==> src/uoe_pkg.sv <==
// Package: register map, field layout and reset values of the OUT endpoint config/count block
package uoe_pkg;
	// Printed offsets are not multiples of four: they are register indices, byte address = 4*index
	localparam logic [7:0] IDX_CONTROL_HIGH = 8'h15;
	localparam logic [7:0] IDX_COUNT_LOW = 8'h16;
	localparam logic [7:0] IDX_COUNT_HIGH = 8'h17;
	localparam logic [7:0] IDX_PKT_STATUS = 8'h18;
	localparam logic [7:0] IDX_IRQ_STATUS = 8'h19;
	localparam logic [7:0] IDX_IRQ_CLEAR = 8'h1A;
	localparam logic [7:0] IDX_IRQ_ENABLE = 8'h1B;
	localparam int DBUF_BIT = 7;
	localparam int ISO_BIT = 6;
	localparam logic [7:0] CTRL_HIGH_MASK = 8'hC0;
	localparam logic [7:0] CTRL_HIGH_RESET = 8'h00;
	localparam logic [9:0] COUNT_RESET = 10'h000;
	localparam int COUNT_W = 10;
	localparam int IRQ_PKT_BIT = 0;
	localparam logic [1:0] OK_RESP = 2'h0;
	localparam logic [1:0] HTRANS_NONSEQ = 2'h2;
	function automatic logic [31:0] idx_to_addr(input logic [7:0] idx);
		idx_to_addr = {22'h000000, idx, 2'h0};
	endfunction
endpackage : uoe_pkg

==> src/uoe_pkt_if.sv <==
// Interface: received packet handoff between the queue and the register bank
`timescale 1ns/1ps
`default_nettype none
interface uoe_pkt_if;
	logic ready;
	logic [9:0] count;
	logic release_pkt;
	logic set_pulse;
	modport queue (output ready, output count, output set_pulse, input release_pkt);
	modport bank (input ready, input count, input set_pulse, output release_pkt);
endinterface : uoe_pkt_if
`default_nettype wire

==> src/uoe_endpoint_regs.sv <==
// Top: AHB-Lite register bank for one OUT endpoint's config and received count
`timescale 1ns/1ps
`default_nettype none
module uoe_endpoint_regs
	import uoe_pkg::*;
(
	input wire logic hclk,
	input wire logic hresetn,
	input wire logic hsel,
	input wire logic [31:0] haddr,
	input wire logic [1:0] htrans,
	input wire logic hwrite,
	input wire logic [2:0] hsize,
	input wire logic [31:0] hwdata,
	input wire logic hready,
	output logic [31:0] hrdata,
	output logic hreadyout,
	output logic hresp,
	input wire logic rx_valid,
	input wire logic [9:0] rx_len,
	output logic rx_accept,
	output logic out_double_buffer_enable,
	output logic out_iso_mode,
	output logic out_packet_ready_flag,
	output logic irq
);
	uoe_pkt_if pif ();
	logic rx_accept_c;

	uoe_pkt_queue u_queue (
		.hclk(hclk),
		.hresetn(hresetn),
		.dbuf_en(out_double_buffer_enable),
		// The accept strobe is registered, so the offer is still up one cycle after the take.
		// Masking it here keeps that one packet from being queued a second time.
		.rx_valid(rx_valid && !rx_accept),
		.rx_len(rx_len),
		.rx_accept(rx_accept_c),
		.pif(pif)
	);

	// Address phase capture
	logic wr_pend, next_wr_pend;
	logic rd_pend, next_rd_pend;
	logic [7:0] ph_idx, next_ph_idx;
	logic [7:0] ctrl_high, next_ctrl_high;
	logic [9:0] count_shadow, next_count_shadow;
	logic irq_status, next_irq_status;
	logic irq_enable, next_irq_enable;
	logic [31:0] next_hrdata;
	logic next_irq;
	logic release_c;
	logic addr_ok;
	logic [7:0] wbyte;

	always_comb begin
		addr_ok = hsel && hready && htrans == HTRANS_NONSEQ;
		next_wr_pend = addr_ok && hwrite;
		next_rd_pend = addr_ok && !hwrite;
		next_ph_idx = addr_ok ? haddr[9:2] : ph_idx;
		wbyte = hwdata[7:0];
		next_ctrl_high = ctrl_high;
		next_irq_enable = irq_enable;
		next_count_shadow = count_shadow;
		next_irq_status = irq_status;
		release_c = 1'b0;
		if (wr_pend) begin
			unique case (ph_idx)
				IDX_CONTROL_HIGH: next_ctrl_high = wbyte & CTRL_HIGH_MASK;
				// Writing zero to the ready bit hands the packet back to the queue
				IDX_PKT_STATUS: release_c = !wbyte[0] && pif.ready;
				IDX_IRQ_ENABLE: next_irq_enable = wbyte[IRQ_PKT_BIT];
				default: ;
			endcase
		end
		// Count loads in the same cycle the flag rises
		if (pif.set_pulse) begin
			next_count_shadow = pif.count;
		end
		// Hardware set wins over a software clear in the same cycle
		if (wr_pend && ph_idx == IDX_IRQ_CLEAR && wbyte[IRQ_PKT_BIT]) begin
			next_irq_status = 1'b0;
		end
		if (pif.set_pulse) begin
			next_irq_status = 1'b1;
		end
		next_irq = (next_irq_status && next_irq_enable);
		next_hrdata = 32'h00000000;
		if (next_rd_pend) begin
			unique case (haddr[9:2])
				IDX_CONTROL_HIGH: next_hrdata = {24'h000000, ctrl_high & CTRL_HIGH_MASK};
				IDX_COUNT_LOW: next_hrdata = {24'h000000, count_shadow[7:0]};
				IDX_COUNT_HIGH: next_hrdata = {30'h00000000, count_shadow[9:8]};
				IDX_PKT_STATUS: next_hrdata = {31'h00000000, pif.ready};
				IDX_IRQ_STATUS: next_hrdata = {31'h00000000, irq_status};
				IDX_IRQ_ENABLE: next_hrdata = {31'h00000000, irq_enable};
				default: next_hrdata = 32'h00000000;
			endcase
		end
	end

	assign pif.release_pkt = release_c;

	always_ff @(posedge hclk or negedge hresetn) begin
		if (!hresetn) begin
			wr_pend <= 1'b0;
			rd_pend <= 1'b0;
			ph_idx <= 8'h00;
			ctrl_high <= CTRL_HIGH_RESET;
			count_shadow <= COUNT_RESET;
			irq_status <= 1'b0;
			irq_enable <= 1'b0;
			hrdata <= 32'h00000000;
			irq <= 1'b0;
			rx_accept <= 1'b0;
			out_double_buffer_enable <= 1'b0;
			out_iso_mode <= 1'b0;
			out_packet_ready_flag <= 1'b0;
			hreadyout <= 1'b1;
			hresp <= 1'b0;
		end else begin
			wr_pend <= next_wr_pend;
			rd_pend <= next_rd_pend;
			ph_idx <= next_ph_idx;
			ctrl_high <= next_ctrl_high;
			count_shadow <= next_count_shadow;
			irq_status <= next_irq_status;
			irq_enable <= next_irq_enable;
			hrdata <= next_hrdata;
			irq <= next_irq;
			// Registered copy: the accept strobe lags the queue's take by one cycle
			rx_accept <= rx_accept_c;
			out_double_buffer_enable <= next_ctrl_high[DBUF_BIT];
			out_iso_mode <= next_ctrl_high[ISO_BIT];
			out_packet_ready_flag <= pif.ready;
			// Zero wait state, always OKAY
			hreadyout <= 1'b1;
			hresp <= OK_RESP[0];
		end
	end

	a_ctrl_low_zero: assert property (@(posedge hclk) disable iff (!hresetn)
		ctrl_high[5:0] == 6'h00)
		else $error("control high low bits not zero");
	a_ctrl_write: assert property (@(posedge hclk) disable iff (!hresetn)
		(wr_pend && ph_idx == IDX_CONTROL_HIGH) |=> ##1
		(out_double_buffer_enable == $past(hwdata[7], 2) && out_iso_mode == $past(hwdata[6], 2)))
		else $error("control write not reflected");
	a_count_low_rd: assert property (@(posedge hclk) disable iff (!hresetn)
		(addr_ok && !hwrite && haddr[9:2] == IDX_COUNT_LOW && !pif.set_pulse)
		|=> hrdata == {24'h000000, count_shadow[7:0]})
		else $error("count low read wrong");
	a_count_high_rd: assert property (@(posedge hclk) disable iff (!hresetn)
		(addr_ok && !hwrite && haddr[9:2] == IDX_COUNT_HIGH)
		|=> hrdata[31:2] == 30'h00000000)
		else $error("count high upper bits not zero");
	a_count_high_val: assert property (@(posedge hclk) disable iff (!hresetn)
		(addr_ok && !hwrite && haddr[9:2] == IDX_COUNT_HIGH && !pif.set_pulse)
		|=> hrdata[1:0] == count_shadow[9:8])
		else $error("count high bits wrong");
	a_count_load: assert property (@(posedge hclk) disable iff (!hresetn)
		pif.set_pulse |=> count_shadow == $past(pif.count))
		else $error("count not loaded with ready");
	a_ready_irq: assert property (@(posedge hclk) disable iff (!hresetn)
		(pif.set_pulse && irq_enable && !(wr_pend && ph_idx == IDX_IRQ_ENABLE))
		|=> ##1 irq)
		else $error("interrupt not raised on packet ready");
	a_release_drops: assert property (@(posedge hclk) disable iff (!hresetn)
		(release_c && !pif.set_pulse && !rx_valid && !out_double_buffer_enable)
		|=> !pif.ready)
		else $error("ready did not fall after clear");
endmodule : uoe_endpoint_regs
`default_nettype wire

==> src/uoe_pkt_queue.sv <==
// Two-slot received packet length queue that drives the packet-ready flag
`timescale 1ns/1ps
`default_nettype none
module uoe_pkt_queue
	import uoe_pkg::*;
(
	input wire logic hclk,
	input wire logic hresetn,
	input wire logic dbuf_en,
	input wire logic rx_valid,
	input wire logic [9:0] rx_len,
	output logic rx_accept,
	uoe_pkt_if.queue pif
);
	logic [9:0] slot0, slot1, next_slot0, next_slot1;
	logic [1:0] fill, next_fill;
	logic set_q, next_set;
	logic take;
	logic [1:0] cap;

	// Capacity follows the double-buffer enable; packets offered while full are refused unless a release comes in the same cycle
	always_comb begin
		cap = dbuf_en ? 2'h2 : 2'h1;
		take = rx_valid && (fill < cap || (pif.release_pkt && fill == cap));
		rx_accept = take;
		next_slot0 = slot0;
		next_slot1 = slot1;
		next_fill = fill;
		next_set = 1'b0;
		if (pif.release_pkt && fill != 2'h0) begin
			next_slot0 = slot1;
			next_fill = fill - 2'h1;
		end
		if (take) begin
			if (next_fill == 2'h0) begin
				next_slot0 = rx_len;
			end else begin
				next_slot1 = rx_len;
			end
			next_fill = next_fill + 2'h1;
		end
		// Second held packet fires set_pulse again right after the clear; the ready flag stays up
		if (next_fill != 2'h0 && (fill == 2'h0 || pif.release_pkt)) begin
			next_set = 1'b1;
		end
	end

	always_ff @(posedge hclk or negedge hresetn) begin
		if (!hresetn) begin
			slot0 <= COUNT_RESET;
			slot1 <= COUNT_RESET;
			fill <= 2'h0;
			set_q <= 1'b0;
		end else begin
			slot0 <= next_slot0;
			slot1 <= next_slot1;
			fill <= next_fill;
			set_q <= next_set;
		end
	end

	assign pif.ready = (fill != 2'h0);
	assign pif.count = slot0;
	assign pif.set_pulse = set_q;

	a_second_pkt_rearm: assert property (@(posedge hclk) disable iff (!hresetn)
		(pif.release_pkt && fill == 2'h2) |=> (pif.ready && set_q))
		else $error("second packet did not rearm ready flag");
endmodule : uoe_pkt_queue
`default_nettype wire

==> config.mk <==
export PLATFORM = sky130hd
export DESIGN_NAME = uoe_endpoint_regs
export DESIGN_NICKNAME = d
export VERILOG_FILES = /design/src/uoe_pkg.sv /design/src/uoe_pkt_if.sv /design/src/uoe_endpoint_regs.sv /design/src/uoe_pkt_queue.sv
export SDC_FILE = /design/constraint.sdc
export NUM_CORES = 1
export LEC_CHECK = 0
export BUFFER_PORTS_ARGS = -buffer_cell sky130_fd_sc_hd__buf_2
export CORE_ASPECT_RATIO = 0.7
export CORE_UTILIZATION = 51
export DETAILED_ROUTE_END_ITERATION = 10
export PLACE_DENSITY_LB_ADDON = 0.05
export SYNTH_ARGS = -nofsm -noshare
export SYNTH_HDL_FRONTEND = slang
export SYNTH_SLANG_ARGS = --single-unit
==> constraint.sdc <==
create_clock -name hclk -period 6.3 [get_ports hclk]
set_clock_uncertainty 0.15 [all_clocks]
set_input_delay 0.945 -clock hclk [delete_from_list [all_inputs] [get_ports hclk]]
set_output_delay 0.945 -clock hclk [all_outputs]
set_load 0.03 [all_outputs]
# After elaboration in Yosys (flattened, before gate mapping)
# Cells that the tools add are included.
[word_totals] inputBits=85 out_inout_bits=39 wordCells=72 ff_bits=83
[op_classes] n_bitwise=1 reduce_logical=23 muxes=17 order_cmp=1 n_eq_ne=12 addsub=2
[ops] cell="8-bit by 5-bit == test with 1-bit output (second input constant)" n=10
[ops] cell="8-bit one-hot mux with 6 select lines" n=1
[ops] cell="10-bit 2-to-1 mux" n=3
[ops] cell="8-bit 2-to-1 mux" n=3
[ops] cell="1-bit logical AND" n=13
[ops] cell="1-bit 2-to-1 mux" n=7
[ops] cell="2-bit 2-to-1 mux" n=3
[ops] cell="2-bit logical NOT" n=2
[ops] cell="2-bit nonzero test" n=2
[ops] cell="1-bit logical NOT" n=3
[ops] cell="2-bit by 1-bit adder with 2-bit output (second input constant)" n=1
[ops] cell="2-bit == test" n=1
[ops] cell="2-bit == test (second input constant)" n=1
[ops] cell="1-bit logical OR" n=2
[ops] cell="2-bit less-than comparator" n=1
[ops] cell="2-bit AND reduction" n=1
[ops] cell="2-bit by 1-bit subtractor with 2-bit output (second input constant)" n=1
[ops] cell="1-bit inverter" n=1

# Logic depth before layout (Yosys ltp)
[depth] word_depth=11 depth_mapped=11 mapped_depth_nobuf=10

# Modules after synthesis
# A second synthesis with hierarchy kept.
[hier_totals] cells_unflattened=213 hier_area_um2=2790.2
[modules_own_cells] mod="uoe_endpoint_regs" area_each_um2=1627.8 seq_area_each_um2=850.8 instances=1 cells_each=132
[modules_own_cells] mod="uoe_pkt_queue" area_each_um2=1162.4 seq_area_each_um2=575.6 instances=1 cells_each=81

# Least setup slack after synthesis
# OpenSTA, ideal clock, no wires.
[synth_timing] kind="input to register" startpoint="input port hwdata[0]" endpoint="register u_queue.slot1[0]" stages=9 setup_slack_ns=3.088 required_ns=6.022 setup_time_ns=0.128 t_arrival_ns=2.934 n_path_buf=2 cell_sequence="or4_4 -> nand4b_4 -> buf_6 -> mux2i_1 -> inv_1 -> ha_1 -> o21ba_1 -> buf_4 -> mux2_1"
[synth_via] elab_chain_cells=9 word_cells_on_any_way=12 classes_between="mux (3); bitwise (1); reduce/logical (8)"
[synth_lines] element="start: declaration" line="uoe_endpoint_regs.sv:14" source="input wire logic [31:0] hwdata,"
[synth_lines] element="1-bit logical NOT (*)" line="uoe_endpoint_regs.sv:71" source="IDX_PKT_STATUS: release_c = !wbyte[0] && pif.ready;"
[synth_lines] element="1-bit logical AND (*)" line="uoe_endpoint_regs.sv:71"
[synth_lines] element="1-bit 2-to-1 mux (*)" line="uoe_endpoint_regs.sv:68" source="unique case (ph_idx)"
[synth_lines] element="1-bit 2-to-1 mux (*)" line="uoe_endpoint_regs.sv:67" source="if (wr_pend) begin"
[synth_lines] element="1-bit logical AND" line="uoe_pkt_queue.sv:30" source="if (pif.release_pkt && fill != 2'h0) begin"
[synth_lines] element="2-bit 2-to-1 mux" line="uoe_pkt_queue.sv:30"
[synth_lines] element="2-bit logical NOT" line="uoe_pkt_queue.sv:35" source="if (next_fill == 2'h0) begin"
[synth_lines] element="1-bit inverter (no line)"
[synth_lines] element="2-bit AND reduction (no line) (*)"
[synth_lines] element="end signal: assignment" line="uoe_pkt_queue.sv:56" source="slot1 <= next_slot1;"
[synth_lines] element="end: declaration" line="uoe_pkt_queue.sv:15" source="logic [9:0] slot0, slot1, next_slot0, next_slot1;"
# Mark *: on every way between the ends. The rest lies on a longest branch, timed or not.
# A chain may end at the register's enable or synchronous reset.

# Final worst setup path
[layout_timing] startpoint="input port hwdata[0]" endpoint="register u_queue.slot1[5]"
# The elaborated chain is that of the path after synthesis.

==> impl_metrics.py <==
metrics = {
    "placement": {
        "dp_slack_ns": 2.51,
        "dp.final_hpwl_um": 3510,
        "globalplace.congestion": 0.786,
        "numPortBuffers": 41,
    },
    "floorplanning": {
        "core_mm2": 0.00534,
        "die_w_um": 92.0,
        "io_pins": 124,
        "start_util_pct": 54.1,
        "die_h_um": 65.0,
        "rows": 22,
        "die_area_mm2": 0.00598,
    },
    "final_layout": {
        "final_util_pct": 61.3,
        "diodes": 0,
        "layout_commonest_cell": "dfrtp_1",
        "mostFrequentLayoutCells": "57 x dfrtp_1, 41 x buf_2, 26 x conb_1",
        "area_growth_pct": 13.2,
        "fin_nets": 369,
        "final_layout_size_suffix_gt1_share_pct": 34.4,
    },
    "global_routing": {
        "grt_pass1_vias": 1605,
        "grt_max_degree": 58,
        "grt_pass1_wl_um": 8020,
        "antenna_found_initial": 0,
        "grt_usage_pct": 18.3,
        "overflow": 0,
    },
    "setup_path": {
        "reg2reg_to": "u_queue.slot1[5]",
        "timing.rr.start": "u_queue.fill[0]",
        "crit_type": "primary input to flop",
        "critical_path_required_ns": 6.36,
        "arrival_ns": 3.49,
        "r2r_cells": 9,
        "critPathMaxFanout": 13,
        "rrSetupSlack_ns": 2.87,
        "endpoint_kind": "flop",
        "critPathLaunchType": "primary input",
    },
    "sta": {
        "tightestPinTransition_ns": 0.704,
        "period_share_pct": 54.5,
        "hold_viol_final": 0,
        "setup_viol": 0,
        "worst_slack_ns": 2.87,
        "holdWs_ns": 0.321,
        "slew_headroom_pct": 53.1,
        "rsz0062_at_grt": "false",
        "fin_crit_ns": 3.43,
        "slew_violations": 0,
        "fmax_mhz": 291,
        "finalSetupTns_ns": 0,
    },
    "clock_tree": {
        "clock_latency_ns": 0.33,
        "post_cts_buffers": 0,
        "cts.repair.resized": 0,
        "cts_tree": "built",
        "cts_hold_buf": 0,
        "clock_sinks": 57,
        "root_buffer": "clkbuf_8",
        "clock_path_buffers": 2,
        "path_clk_slew_ns": 0.07,
        "cts_htree_levels": 3,
        "cts_buffers": 9,
    },
    "pwr": {
        "combPwrFrac_pct": 29.6,
        "ir_drop_uv": 266,
        "power.share.sequential_pct": 42.6,
        "power_switching_mw": 0.399,
        "power.leakage_nw": 1.66,
        "p_sw_share_pct": 29.9,
        "clkPwrFrac_pct": 27.8,
        "p_per_area_mw_per_mm2": 408,
        "p_int_mw": 0.935,
    },
    "hold_path": {
        "holdPathStages": 2,
        "worstHoldStart": "ph_idx[4]",
        "worstHoldEndpoint": "ph_idx[4]",
        "hold_class": "flop to flop",
    },
    "yosys": {
        "synth.distinct_cells": 46,
        "yosysSeqAreaShare_pct": 49.4,
        "synth_area_per_cell_um2": 12.3,
        "syn-cell-area_mm2": 0.00289,
        "post_synth_inst_count": 235,
        "ys_dominant_reg_cell": "dfrtp_1",
        "ys.warnings.count": 0,
        "postSynthRegisterBits": 57,
        "synth-edff-count": 0,
        "async_flop_share_pct": 100,
    },
    "job": {
        "cap_violations": 0,
    },
    "routing": {
        "postRouteAntennaNets": 0,
        "via_per_inst": 4.85,
        "routed_wl_um": 4820,
        "post_drt_wl_per_cell_um": 13.5,
        "vias": 1733,
        "drt_pass1_iterations": 4,
        "first_iter_violations": 68,
        "drc": 0,
    },
    "outcome": {
        "outcome": "finished clean",
    },
}
[through the flow]
stage	cell area (um2)	power, mW	cells
3_5_place_dp	3050	0.974	341
4_1_cts	3270	1.35	357
5_1_grt	3270	1.42	357
6_report	3270	1.33	357
2_1_floorplan	2980	0.893	259
3_3_place_gp	3050	0.958	341
[cell type report]
class | instances | area, um2
well taps | 72 | 90.1
repair buffers | 42 | 213
fillers | 451 | 2070
clock buffers | 9 | 124
clock inverters | 7 | 93.8
flip-flops and latches | 57 | 1430
inverters | 9 | 33.8
multi-input cells | 161 | 1290
[critical path, cell delays in order]
cell and delay [ns]:
buf_2 0.12, or4_4 0.51, nand4b_4 0.39, mux2i_1 0.28, inv_1 0.07, ha_1 0.24, o21ba_1 0.56, mux2_1 0.37
[worst max path at each step]
stage / from / endpoint / slack [ns] / cells after the start
2_1_floorplan: hwdata[0] / u_queue.slot1[0] / 3.09 / 9
3_3_place_gp: hwdata[0] / u_queue.slot1[4] / 2.52 / 8
3_5_place_dp: hwdata[0] / u_queue.slot1[8] / 2.51 / 8
4_1_cts: u_queue.fill[0] / u_queue.slot1[8] / 2.85 / 9
5_1_grt: u_queue.fill[0] / u_queue.slot1[6] / 2.65 / 9
6_report: hwdata[0] / u_queue.slot1[5] / 2.87 / 8
[sequential cells by signal (all words and copies together) (netlist names)]
signal                 flops
irq_status                 1
u_queue.pif.set_pulse      1
out_packet_ready_flag      1
wr_pend                    1
u_queue.fill               2
rx_accept                  1
irq                        1
irq_enable                 1
ph_idx                     8
ctrl_high                  2
u_queue.pif.count         10
u_queue.slot1             10
hrdata                     8
count_shadow              10
[synth_stat cells, types with 3 or more instances]
cell type | instances | area [um2]
mux2_1 | 12 | 135
nand3_1 | 3 | 15.0
buf_4 | 27 | 203
clkbuf_1 | 3 | 11.3
mux2i_1 | 5 | 50.1
and2_1 | 5 | 31.3
dfrtp_1 | 57 | 1430
mux2_4 | 14 | 210
mux2_2 | 18 | 203
inv_1 | 9 | 33.8
nor2_1 | 5 | 18.8
ha_1 | 4 | 50.1
nor2b_1 | 10 | 62.6
nand2_1 | 21 | 78.8
[logic make-up (layout without fill, tap and decap cells)]
| family | Yosys count | count (layout) | share of synthesized area [%] |
|---|---|---|---|
| simple gates | 64 | 64 | 13.7 |
| flops | 57 | 57 | 49.4 |
| mux | 49 | 49 | 20.7 |
| buf+inv | 41 | 67 | 9.09 |
| compound gates | 15 | 15 | 4.29 |
| fa+ha+maj | 4 | 4 | 1.73 |
| xor+xnor | 3 | 3 | 0.909 |
| other cells | 2 | 26 | 0.260 |
[routing by layer]
metal	wire length (um)	global-route usage (%)
met5	0	0
met4	74	7.62
met3	241	5.28
met2	1940	25.7
met1	2560	26.4
[power by group through the flow]
| stage | Combinational (mW) | Sequential (mW) | Clock, mW |
|---|---|---|---|
| finish | 0.395 | 0.567 | 0.371 |
| global route | 0.437 | 0.585 | 0.398 |
| CTS | 0.400 | 0.569 | 0.380 |
| detailed placement | 0.398 | 0.576 | 0 |
| global placement | 0.386 | 0.572 | 0 |
| floorplan | 0.337 | 0.556 | 0 |
(Power assumes the default switching activity.)
